<file path="src/rtl/dpc_pkg.sv">
package dpc_pkg;

  ////////////////////////////////////////////////////////////////////////////
  // Widths and sizes
  ////////////////////////////////////////////////////////////////////////////
  localparam int X_W       = 12;  // Column coordinate width
  localparam int Y_W       = 12;  // Row coordinate width
  localparam int PIX_W     = 12;  // Pixel sample width
  localparam int TBL_DEPTH = 16;  // Default table capacity
  localparam int BUF_DEPTH = 2;   // Output buffer entries

  ////////////////////////////////////////////////////////////////////////////
  // Types
  ////////////////////////////////////////////////////////////////////////////
  // One table entry, full-frame position
  typedef struct packed {
    logic [X_W-1:0] x;
    logic [Y_W-1:0] y;
  } coord_s;

  // One pixel beat of the stream
  typedef struct packed {
    logic             sof;   // First pixel of a frame
    logic             eol;   // Last pixel of a line
    logic             eof;   // Last pixel of a frame
    logic [PIX_W-1:0] data;  // Sample value
  } pix_beat_s;

  // Replacement method
  typedef enum logic {
    MODE_AVERAGE,
    MODE_HIGHLIGHT
  } corr_mode_e;

  ////////////////////////////////////////////////////////////////////////////
  // Factory calibrated list
  ////////////////////////////////////////////////////////////////////////////
  localparam int     FACTORY_N = 2;           // Entries in factory list
  localparam coord_s FACTORY_TBL [FACTORY_N] = '{
    '{x: 12'h010, y: 12'h008},
    '{x: 12'h123, y: 12'h045}
  };

endpackage

</file>
<file path="src/rtl/pix_skid_fifo.sv">
`timescale 1ns/1ps
`default_nettype none

module pix_skid_fifo #(
  parameter int W     = 8,  // Word width
  parameter int DEPTH = 2   // Number of entries
) (
  // Clock and reset
  input  wire logic         i_clk,
  input  wire logic         i_rst,
  // Fill side
  input  wire logic         i_valid,
  input  wire logic [W-1:0] i_data,
  output logic              o_ready,
  // Drain side
  output logic              o_valid,
  output logic [W-1:0]      o_data,
  input  wire logic         i_ready
);

  localparam int PW = (DEPTH > 1) ? $clog2(DEPTH) : 1;
  localparam int CW = $clog2(DEPTH + 1);

  logic [W-1:0]  mem [DEPTH];  // Storage
  logic [PW-1:0] wr_q;         // Write pointer
  logic [PW-1:0] rd_q;         // Read pointer
  logic [CW-1:0] cnt_q;        // Occupancy
  logic          push;
  logic          pop;

  // Honest full and empty
  assign o_ready = (cnt_q != CW'(DEPTH));
  assign o_valid = (cnt_q != '0);
  assign push    = i_valid && o_ready;
  assign pop     = o_valid && i_ready;
  assign o_data  = mem[rd_q];

  ////////////////////////////////////////////////////////////////////////////
  // Storage write
  always_ff @(posedge i_clk) begin
    if (push) begin
      mem[wr_q] <= i_data;
    end
  end

  // Pointers and occupancy
  always_ff @(posedge i_clk) begin
    if (i_rst) begin
      wr_q  <= '0;
      rd_q  <= '0;
      cnt_q <= '0;
    end else begin
      if (push) begin
        wr_q <= (wr_q == PW'(DEPTH - 1)) ? '0 : wr_q + 1'b1;
      end
      if (pop) begin
        rd_q <= (rd_q == PW'(DEPTH - 1)) ? '0 : rd_q + 1'b1;
      end
      if (push && !pop) begin
        cnt_q <= cnt_q + 1'b1;
      end else if (pop && !push) begin
        cnt_q <= cnt_q - 1'b1;
      end
    end
  end

endmodule

`default_nettype wire

</file>
<file path="src/rtl/defective_pixel_corrector.sv">
// Functional notes
// - One enable switches listed-pixel replacement on/off
// - Listed pixels get a mode-dependent substitute
// - Average mode outputs mean of neighbours
// - Highlight mode forces format maximum value
// - Writable entry count sizes working list
// - Index is zero-based, valid 0..N-1
// - Selected entry X and Y readable, writable
// - Coordinates refer to full sensor frame
// - Edits touch working copy until apply
// - Apply copies working list to volatile table
// - Save writes storage; boot loads it
// - Save overwrites stored list entirely
// - Restore loads factory list everywhere
// - Device ships with factory defect list
// - Transfer during streaming waits for frame end, no glitch
`timescale 1ns/1ps
`default_nettype none

module defective_pixel_corrector
  import dpc_pkg::*;
#(
  parameter int DEPTH = TBL_DEPTH  // Table capacity
) (
  // Clock and reset
  input  wire logic             i_clk,
  input  wire logic             i_rst,
  // Pixel stream in
  input  wire logic             i_valid,
  input  wire pix_beat_s        i_beat,
  output logic                  o_ready,
  // Pixel stream out
  output logic                  o_valid,
  output pix_beat_s             o_beat,
  input  wire logic             i_ready,
  // Correction control
  input  wire logic             i_enable,
  input  wire corr_mode_e       i_mode,
  input  wire logic [PIX_W-1:0] i_pix_max,
  input  wire logic [X_W-1:0]   i_roi_off_x,
  input  wire logic [Y_W-1:0]   i_roi_off_y,
  // Table editing
  input  wire logic             i_count_wr,
  input  wire logic [$clog2(DEPTH+1)-1:0] i_count,
  output logic [$clog2(DEPTH+1)-1:0]      o_count,
  input  wire logic [$clog2(DEPTH)-1:0]   i_index,
  output logic                  o_index_err,
  input  wire logic             i_x_wr,
  input  wire logic [X_W-1:0]   i_x,
  input  wire logic             i_y_wr,
  input  wire logic [Y_W-1:0]   i_y,
  output logic [X_W-1:0]        o_x,
  output logic [Y_W-1:0]        o_y,
  // Table commands
  input  wire logic             i_apply,
  input  wire logic             i_save,
  input  wire logic             i_restore,
  input  wire logic             i_nvm_fresh,
  output logic                  o_busy
);

  localparam int IW = (DEPTH > 1) ? $clog2(DEPTH) : 1;
  localparam int CW = $clog2(DEPTH + 1);

  ////////////////////////////////////////////////////////////////////////////
  // Declarations
  ////////////////////////////////////////////////////////////////////////////
  typedef enum logic [2:0] {
    ST_BOOT,
    ST_IDLE,
    ST_APPLY,
    ST_SAVE,
    ST_RESTORE
  } copy_st_e;

  copy_st_e      st_q;                // Copy engine state
  logic [IW-1:0] idx_q;               // Copy position
  logic          last;                // Final copy step
  logic          boot_go;             // Boot copies stored list

  coord_s        work_q  [DEPTH];     // Working copy, edited
  coord_s        stage_q [DEPTH];     // Applied, awaiting swap
  coord_s        act_q   [DEPTH];     // Table used on pixels
  coord_s        nvm_q   [DEPTH];     // Persistent list
  logic [CW-1:0] work_cnt_q;          // Working entry count
  logic [CW-1:0] stage_cnt_q;         // Staged entry count
  logic [CW-1:0] act_cnt_q;           // Active entry count
  logic [CW-1:0] nvm_cnt_q;           // Stored entry count
  logic          pend_q;              // Staged table waiting
  logic          stage_done;          // Stage copy finished
  logic          frame_q;             // Frame in progress
  logic          swap;                // Active table update

  pix_beat_s     cur_q;               // Pixel under test
  logic          cur_vld_q;
  logic [PIX_W-1:0] prev_q;           // Left neighbour
  logic          prev_vld_q;
  logic [X_W-1:0] nx_q;               // Column of next beat
  logic [Y_W-1:0] ny_q;               // Row of next beat
  coord_s        cur_pos_q;           // Full-frame position
  logic          accept;              // Input beat taken
  logic          flush;               // Line end pending
  logic          emit;                // Beat into buffer
  logic          buf_ready;
  logic [DEPTH-1:0] hits;             // Per-entry match
  logic [PIX_W-1:0] right;            // Right neighbour
  logic          right_vld;
  pix_beat_s     out_beat;            // Corrected beat

  ////////////////////////////////////////////////////////////////////////////
  // Helpers
  ////////////////////////////////////////////////////////////////////////////
  // Factory list entry, zero beyond its length
  function automatic coord_s factory_entry(input logic [IW-1:0] i);
    coord_s e;
    e = '0;
    for (int k = 0; k < FACTORY_N; k++) begin
      if (int'(i) == k) begin
        e = FACTORY_TBL[k];
      end
    end
    return e;
  endfunction

  ////////////////////////////////////////////////////////////////////////////
  // Copy engine
  ////////////////////////////////////////////////////////////////////////////
  assign last       = (idx_q == IW'(DEPTH - 1));
  assign boot_go    = (st_q == ST_BOOT) && !((idx_q == '0) && i_nvm_fresh);
  assign stage_done = last && (boot_go || (st_q == ST_APPLY)
                      || (st_q == ST_RESTORE));
  assign o_busy     = (st_q != ST_IDLE);

  // Sequencing; commands are ignored while busy
  always_ff @(posedge i_clk) begin
    if (i_rst) begin
      st_q  <= ST_BOOT;
      idx_q <= '0;
    end else begin
      case (st_q)
        ST_IDLE: begin
          idx_q <= '0;
          if (i_restore) begin
            st_q <= ST_RESTORE;
          end else if (i_apply) begin
            st_q <= ST_APPLY;
          end else if (i_save) begin
            st_q <= ST_SAVE;
          end
        end
        ST_BOOT: begin
          if (!boot_go) begin
            st_q <= ST_RESTORE;  // Blank storage takes the factory list
          end else if (last) begin
            st_q <= ST_IDLE;
          end else begin
            idx_q <= idx_q + 1'b1;
          end
        end
        ST_APPLY, ST_SAVE, ST_RESTORE: begin
          if (last) begin
            st_q <= ST_IDLE;
          end else begin
            idx_q <= idx_q + 1'b1;
          end
        end
        default: begin
          st_q <= ST_IDLE;
        end
      endcase
    end
  end

  // Working copy: edits when idle, loads during boot and restore
  always_ff @(posedge i_clk) begin
    if (i_rst) begin
      work_cnt_q <= '0;
    end else if (boot_go) begin
      work_q[idx_q] <= nvm_q[idx_q];
      if (last) begin
        work_cnt_q <= nvm_cnt_q;
      end
    end else if (st_q == ST_RESTORE) begin
      work_q[idx_q] <= factory_entry(idx_q);
      if (last) begin
        work_cnt_q <= CW'(FACTORY_N);
      end
    end else if (st_q == ST_IDLE) begin
      if (i_count_wr) begin
        // Count above capacity clamps to capacity
        work_cnt_q <= (i_count > CW'(DEPTH)) ? CW'(DEPTH) : i_count;
      end
      if (i_x_wr) begin
        work_q[i_index].x <= i_x;
      end
      if (i_y_wr) begin
        work_q[i_index].y <= i_y;
      end
    end
  end

  // Staged copy, filled by apply, boot and restore
  always_ff @(posedge i_clk) begin
    if (i_rst) begin
      stage_cnt_q <= '0;
    end else if (boot_go) begin
      stage_q[idx_q] <= nvm_q[idx_q];
      if (last) begin
        stage_cnt_q <= nvm_cnt_q;
      end
    end else if (st_q == ST_RESTORE) begin
      stage_q[idx_q] <= factory_entry(idx_q);
      if (last) begin
        stage_cnt_q <= CW'(FACTORY_N);
      end
    end else if (st_q == ST_APPLY) begin
      stage_q[idx_q] <= work_q[idx_q];
      if (last) begin
        stage_cnt_q <= work_cnt_q;
      end
    end
  end

  // Persistent list: kept across reset, every slot rewritten on save
  always_ff @(posedge i_clk) begin
    if (st_q == ST_SAVE) begin
      nvm_q[idx_q] <= work_q[idx_q];
      if (last) begin
        nvm_cnt_q <= work_cnt_q;
      end
    end else if (st_q == ST_RESTORE) begin
      nvm_q[idx_q] <= factory_entry(idx_q);
      if (last) begin
        nvm_cnt_q <= CW'(FACTORY_N);
      end
    end
  end

  ////////////////////////////////////////////////////////////////////////////
  // Active table swap
  ////////////////////////////////////////////////////////////////////////////
  // Only between frames and never during a copy, so no frame mixes tables
  assign swap = pend_q && !frame_q && (st_q == ST_IDLE);

  // Pending flag; a new staging wins over the swap clear
  always_ff @(posedge i_clk) begin
    if (i_rst) begin
      pend_q <= 1'b0;
    end else if (stage_done) begin
      pend_q <= 1'b1;
    end else if (swap) begin
      pend_q <= 1'b0;
    end
  end

  // Whole-table transfer into the correction path
  always_ff @(posedge i_clk) begin
    if (i_rst) begin
      act_cnt_q <= '0;
    end else if (swap) begin
      act_q     <= stage_q;
      act_cnt_q <= stage_cnt_q;
    end
  end

  // Frame tracking from first pixel to last emitted pixel
  always_ff @(posedge i_clk) begin
    if (i_rst) begin
      frame_q <= 1'b0;
    end else if (accept && i_beat.sof) begin
      frame_q <= 1'b1;
    end else if (emit && cur_q.eof) begin
      frame_q <= 1'b0;
    end
  end

  ////////////////////////////////////////////////////////////////////////////
  // Register read side
  ////////////////////////////////////////////////////////////////////////////
  // Selected entry and count read back
  always_ff @(posedge i_clk) begin
    if (i_rst) begin
      o_x <= '0;
      o_y <= '0;
    end else begin
      o_x <= work_q[i_index].x;
      o_y <= work_q[i_index].y;
    end
  end

  assign o_count     = work_cnt_q;
  assign o_index_err = (CW'(i_index) >= work_cnt_q);

  ////////////////////////////////////////////////////////////////////////////
  // Pixel window
  ////////////////////////////////////////////////////////////////////////////
  // A line end is held one extra cycle to be sent without right neighbour
  assign flush   = cur_vld_q && cur_q.eol;
  assign o_ready = buf_ready && !flush;
  assign accept  = i_valid && o_ready;
  assign emit    = (accept && cur_vld_q) || (flush && buf_ready);
  assign right     = i_beat.data;
  assign right_vld = accept;

  // Position of each beat, offsets added for full-frame terms
  always_ff @(posedge i_clk) begin
    if (i_rst) begin
      nx_q      <= '0;
      ny_q      <= '0;
      cur_pos_q <= '0;
    end else if (accept) begin
      if (i_beat.sof) begin
        cur_pos_q.x <= i_roi_off_x;
        cur_pos_q.y <= i_roi_off_y;
      end else begin
        cur_pos_q.x <= X_W'(nx_q + i_roi_off_x);
        cur_pos_q.y <= Y_W'(ny_q + i_roi_off_y);
      end
      if (i_beat.eol) begin
        nx_q <= '0;
        ny_q <= i_beat.sof ? Y_W'(1) : Y_W'(ny_q + 1'b1);
      end else begin
        nx_q <= i_beat.sof ? X_W'(1) : X_W'(nx_q + 1'b1);
        ny_q <= i_beat.sof ? '0 : ny_q;
      end
    end
  end

  // Centre and left neighbour shift
  always_ff @(posedge i_clk) begin
    if (i_rst) begin
      cur_q      <= '0;
      cur_vld_q  <= 1'b0;
      prev_q     <= '0;
      prev_vld_q <= 1'b0;
    end else if (accept) begin
      cur_q      <= i_beat;
      cur_vld_q  <= 1'b1;
      prev_q     <= cur_q.data;
      prev_vld_q <= cur_vld_q && !i_beat.sof;
    end else if (flush && buf_ready) begin
      cur_vld_q  <= 1'b0;
      prev_vld_q <= 1'b0;
    end
  end

  ////////////////////////////////////////////////////////////////////////////
  // Table match and replacement
  ////////////////////////////////////////////////////////////////////////////
  // Compare against every live active entry
  for (genvar g = 0; g < DEPTH; g++) begin : g_match
    assign hits[g] = (CW'(g) < act_cnt_q) && (act_q[g] == cur_pos_q);
  end

  // Substitute value for listed pixels
  always_comb begin
    logic [PIX_W:0] sum;
    sum      = '0;
    out_beat = cur_q;
    if (i_enable && (hits != '0)) begin
      if (i_mode == MODE_HIGHLIGHT) begin
        out_beat.data = i_pix_max;
      end else if (prev_vld_q && right_vld) begin
        sum           = {1'b0, prev_q} + {1'b0, right};
        out_beat.data = sum[PIX_W:1];
      end else if (prev_vld_q) begin
        out_beat.data = prev_q;
      end else if (right_vld) begin
        out_beat.data = right;
      end
    end
  end

  ////////////////////////////////////////////////////////////////////////////
  // Output buffer
  ////////////////////////////////////////////////////////////////////////////
  pix_skid_fifo #(
    .W     ($bits(pix_beat_s)),
    .DEPTH (BUF_DEPTH)
  ) u_out_buf (
    .i_clk   (i_clk),
    .i_rst   (i_rst),
    .i_valid (emit),
    .i_data  (out_beat),
    .o_ready (buf_ready),
    .o_valid (o_valid),
    .o_data  (o_beat),
    .i_ready (i_ready)
  );

endmodule

`default_nettype wire

</file>
<file path="config.mk">
export PLATFORM = sky130hd
export DESIGN_NAME = defective_pixel_corrector
export DESIGN_NICKNAME = d
export VERILOG_FILES = /design/src/rtl/dpc_pkg.sv /design/src/rtl/pix_skid_fifo.sv /design/src/rtl/defective_pixel_corrector.sv
export SDC_FILE = /design/constraint.sdc
export NUM_CORES = 2
export LEC_CHECK = 0
export BUFFER_PORTS_ARGS = -buffer_cell sky130_fd_sc_hd__clkbuf_2
export CORE_MARGIN = 2
export CORE_UTILIZATION = 59
export CTS_BUF_LIST = sky130_fd_sc_hd__clkbuf_4 sky130_fd_sc_hd__clkbuf_8
export CTS_CLUSTER_SIZE = 25
export DETAILED_ROUTE_END_ITERATION = 8
export PLACE_DENSITY = 0.79
export SYNTH_ARGS = -nofsm -noshare
export SYNTH_HDL_FRONTEND = slang
export SYNTH_SLANG_ARGS = --single-unit
</file>
<file path="constraint.sdc">
create_clock -name i_clk -period 43.5 [get_ports i_clk]
set_input_delay 2.175 -clock i_clk [delete_from_list [all_inputs] [get_ports i_clk]]
set_output_delay 2.175 -clock i_clk [all_outputs]
set_load 0.02 [all_outputs]
</file>
==> flow_summary.json <==
{
  "grt_pass1_wl_um": 288800,
  "crit_fanout": 13,
  "viasPerCell": 6.773,
  "netlist.area_leader.share_pct": 64.97,
  "startpoint_type": "input pin",
  "synth_top_area_cell": "edfxtp_1",
  "crit_slowest_cell": "a21oi_1",
  "rsz0062_at_grt": "false",
  "wl_per_cell_um": 30.58,
  "required_ns": 41.33,
  "postSynthCellCount": 4502,
  "maxSlewHeadroom_pct": 7.438,
  "ys_ff_latch": 1705,
  "area_growth_pct": 11.50,
  "cts_setup_buffers": 0,
  "clock.fmax_mhz": 161.7,
  "tightestPinTransition_ns": 1.383,
  "grt_util_all_layers_pct": 31.97,
  "final-seq-area_um2": 49870,
  "p_sw_uw": 1870,
  "cts.reportedPaths.clkPinSlew_ns": 0.06,
  "p_int_uw": 3291,
  "fp-row-count": 128,
  "fillCellCount": 7939,
  "end_kind": "output pin",
  "synth_area_um2": 72610,
  "yosysSeqAreaShare_pct": 68.66,
  "maxCapViolCount": 0,
  "cts_sinks": 1705,
  "synth_nets": 4646,
  "synthMuxAreaShare_pct": 11.94,
  "synth_flop_cell": "edfxtp_1",
  "report.final.setup_viol": 0,
  "insertion_delay_ns": 1.00,
  "clk_path_buf_depth": 4,
  "hold_violations": 0,
  "clockRootBuffer": "clkbuf_8",
  "drtIter0Drc": 6817,
  "cts_hold_buf": 0,
  "drc": 0,
  "portBuffers": 144,
  "drt_wl_total_um": 201800,
  "avgSynthCellArea_um2": 16.13,
  "synth-simple-area-share_pct": 5.752,
  "coreArea_um2": 121900,
  "multi_input_area_um2": 21540,
  "fin_setup_tns_ns": 0,
  "crit_path_max_incr_delay_ns": 0.37,
  "finalClockSkew_ns": 0.06426,
  "power_frac_clock_pct": 26.8,
  "fin_area_um2": 80960,
  "crit_buf_inv": 3,
  "post_cts_resized": 0,
  "fin_ws_ns": 37.31,
  "overflow": 0,
  "synth_top_family_by_area": "multiplexers",
  "power-per-cell-area_nw_per_um2": 63.75,
  "place_congestion": 0.8820,
  "synth_xor_area_share_pct": 5.066,
  "die-area_um2": 125900,
  "slew_viol_final": 0,
  "p_leak_uw": 0.02654,
  "place_area_um2": 75480,
  "hp-start": "stage_q[190]$_DFFE_PP_",
  "die_x_um": 354.8,
  "synth-edff-count": 1571,
  "path_cells": "buf_6 -> inv_1 -> ha_1 -> nand2b_1 -> a21o_1 -> a21o_1 -> a21oi_1 -> nor2_1 -> clkbuf_2",
  "cts_tree": "built",
  "synth_most_common_cell": "edfxtp_1",
  "grt_pass1_vias": 43502,
  "crit_path_frequent_cell": "a21o_1",
  "initial_core_util_pct": 59.58,
  "synth_cell_types": 71,
  "critPathKind": "in -> out",
  "final_nets": 4917,
  "io_pins": 145,
  "htreeDepth": 5,
  "pwr-share-seq_pct": 41.3,
  "peakVddDrop_mv": 0.05100,
  "hold_path_class": "reg -> reg",
  "synth_compound_area_share_pct": 5.478,
  "grt_max_degree": 150,
  "min_period_ns": 6.185,
  "antenna_found_initial": 12,
  "synth-adder-area-share_pct": 0.8409,
  "dp_slack_ns": 37.35,
  "drive_gt1_share_pct": 24.72,
  "yosysWarnings": 0,
  "sw_frac_of_total_pct": 36.24,
  "antenna_left": 0,
  "finalCritPeriodShare_pct": 14.22,
  "arrival_ns": 4.01,
  "cts_buffers": 284,
  "hold_ws_ns": 0.3799,
  "async_flop_share_pct": 0,
  "die_h_um": 354.8,
  "run_status": "finished, final reports clean",
  "power_frac_comb_pct": 31.9,
  "critPathTopFamily": "compound AO/OA/AOI/OAI gates",
  "cp-startpoint": "i_index[0]",
  "synth_area_leaders": "edfxtp_1 (65%), mux4_2 (9.8%), dfxtp_1 (3.7%)",
  "dpl.hpwl_um": 115400,
  "drt_first_pass_iters": 8,
  "vias": 44704,
  "synthTopCellsByCount": "edfxtp_1 (1,571), mux4_2 (316), nor2_1 (304), o22ai_1 (268), xnor2_1 (238)"
}
==> path summary, 6_finish.rpt <==
path	slack, ns	endpoint	depth (start not counted)
max	37.31	o_index_err	9
min	0.38	act_q[190]$_DFFE_PP_	0
max reg2reg	38.34	work_q[5][20]$_DFFE_PP_	10
min reg2reg	0.38	act_q[190]$_DFFE_PP_	0
==> through the flow <==
| step | total power (uW) | util [%] | std cells |
|---|---|---|---|
| detailed placement | 3724 | 61.93 | 6111 |
| global route | 5255 | 66.42 | 6595 |
| CTS | 5089 | 66.40 | 6592 |
| finish | 5161 | 66.43 | 6600 |
| floorplan | 3008 | - | 4502 |
| global placement | 3692 | 61.93 | 6111 |
==> power by group through the flow <==
stage	Sequential, uW	Clock, uW	Combinational, uW
floorplan	2130	0	878
global placement	2160	0	1530
detailed placement	2170	0	1560
CTS	2130	1390	1570
global route	2140	1460	1660
finish	2130	1380	1650
==> cells by family after synthesis <==
kind of cell    count (synthesis)
flops                        1705
xor+xnor                      420
fa+ha+maj                      47
simple gates                  888
compound gates                638
mux                           460
buf+inv                       344
==> flip-flops by register name (all words and copies together) (netlist names), 3 cells and up, named ones only <==
signal         cells
act_q            384
nvm_q            384
stage_q          384
work_q           384
u_out_buf.mem     30
cur_pos_q         24
cur_q             15
nx_q              12
ny_q              12
o_x               12
o_y               12
prev_q            12
act_cnt_q          5
nvm_cnt_q          5
o_count            5
stage_cnt_q        5
idx_q              4
st_q               3
==> cells in the final DEF (no fill, tap or decap), types with 31 or more instances in the layout <==
cell type,synthesis,final
edfxtp_1,1571,1571
mux4_2,316,316
clkbuf_8,0,308
o22ai_1,268,268
nor2_1,304,254
xnor2_1,238,238
nand2_1,209,208
xor2_1,182,182
buf_4,45,158
clkbuf_2,1,141
dfxtp_1,134,130
o21ai_0,108,101
a21oi_1,77,77
nand4_1,77,77
mux2i_1,74,74
clkbuf_4,0,65
mux2_2,61,61
clkinv_1,0,57
nand3_1,55,54
nor3_1,58,53
nor4_1,49,49
ha_1,44,44
a211oi_1,41,41
nor2b_1,35,35
nor2_2,2,34
clkinv_2,0,33
o21ai_2,7,31
==> area by class of cell <==
cell class	count	share of cell area, %
flip-flops and latches	1705	61.60
multi-input cells	2453	26.60
clock buffers	373	5.839
well taps	1625	2.511
repair buffers	303	2.414
clock inverters	108	0.8887
inverters	26	0.1205
diodes	7	0.02164
==> per-layer routing <==
metal	global-route usage [%]	up-vias	routed length (um)
met5	0	-	39
met4	15.28	6	11140
met3	9.267	804	30590
met2	48.32	3646	90340
met1	43.20	22013	69680
li1	-	18235	-
Power figures use the tool's default switching activity.
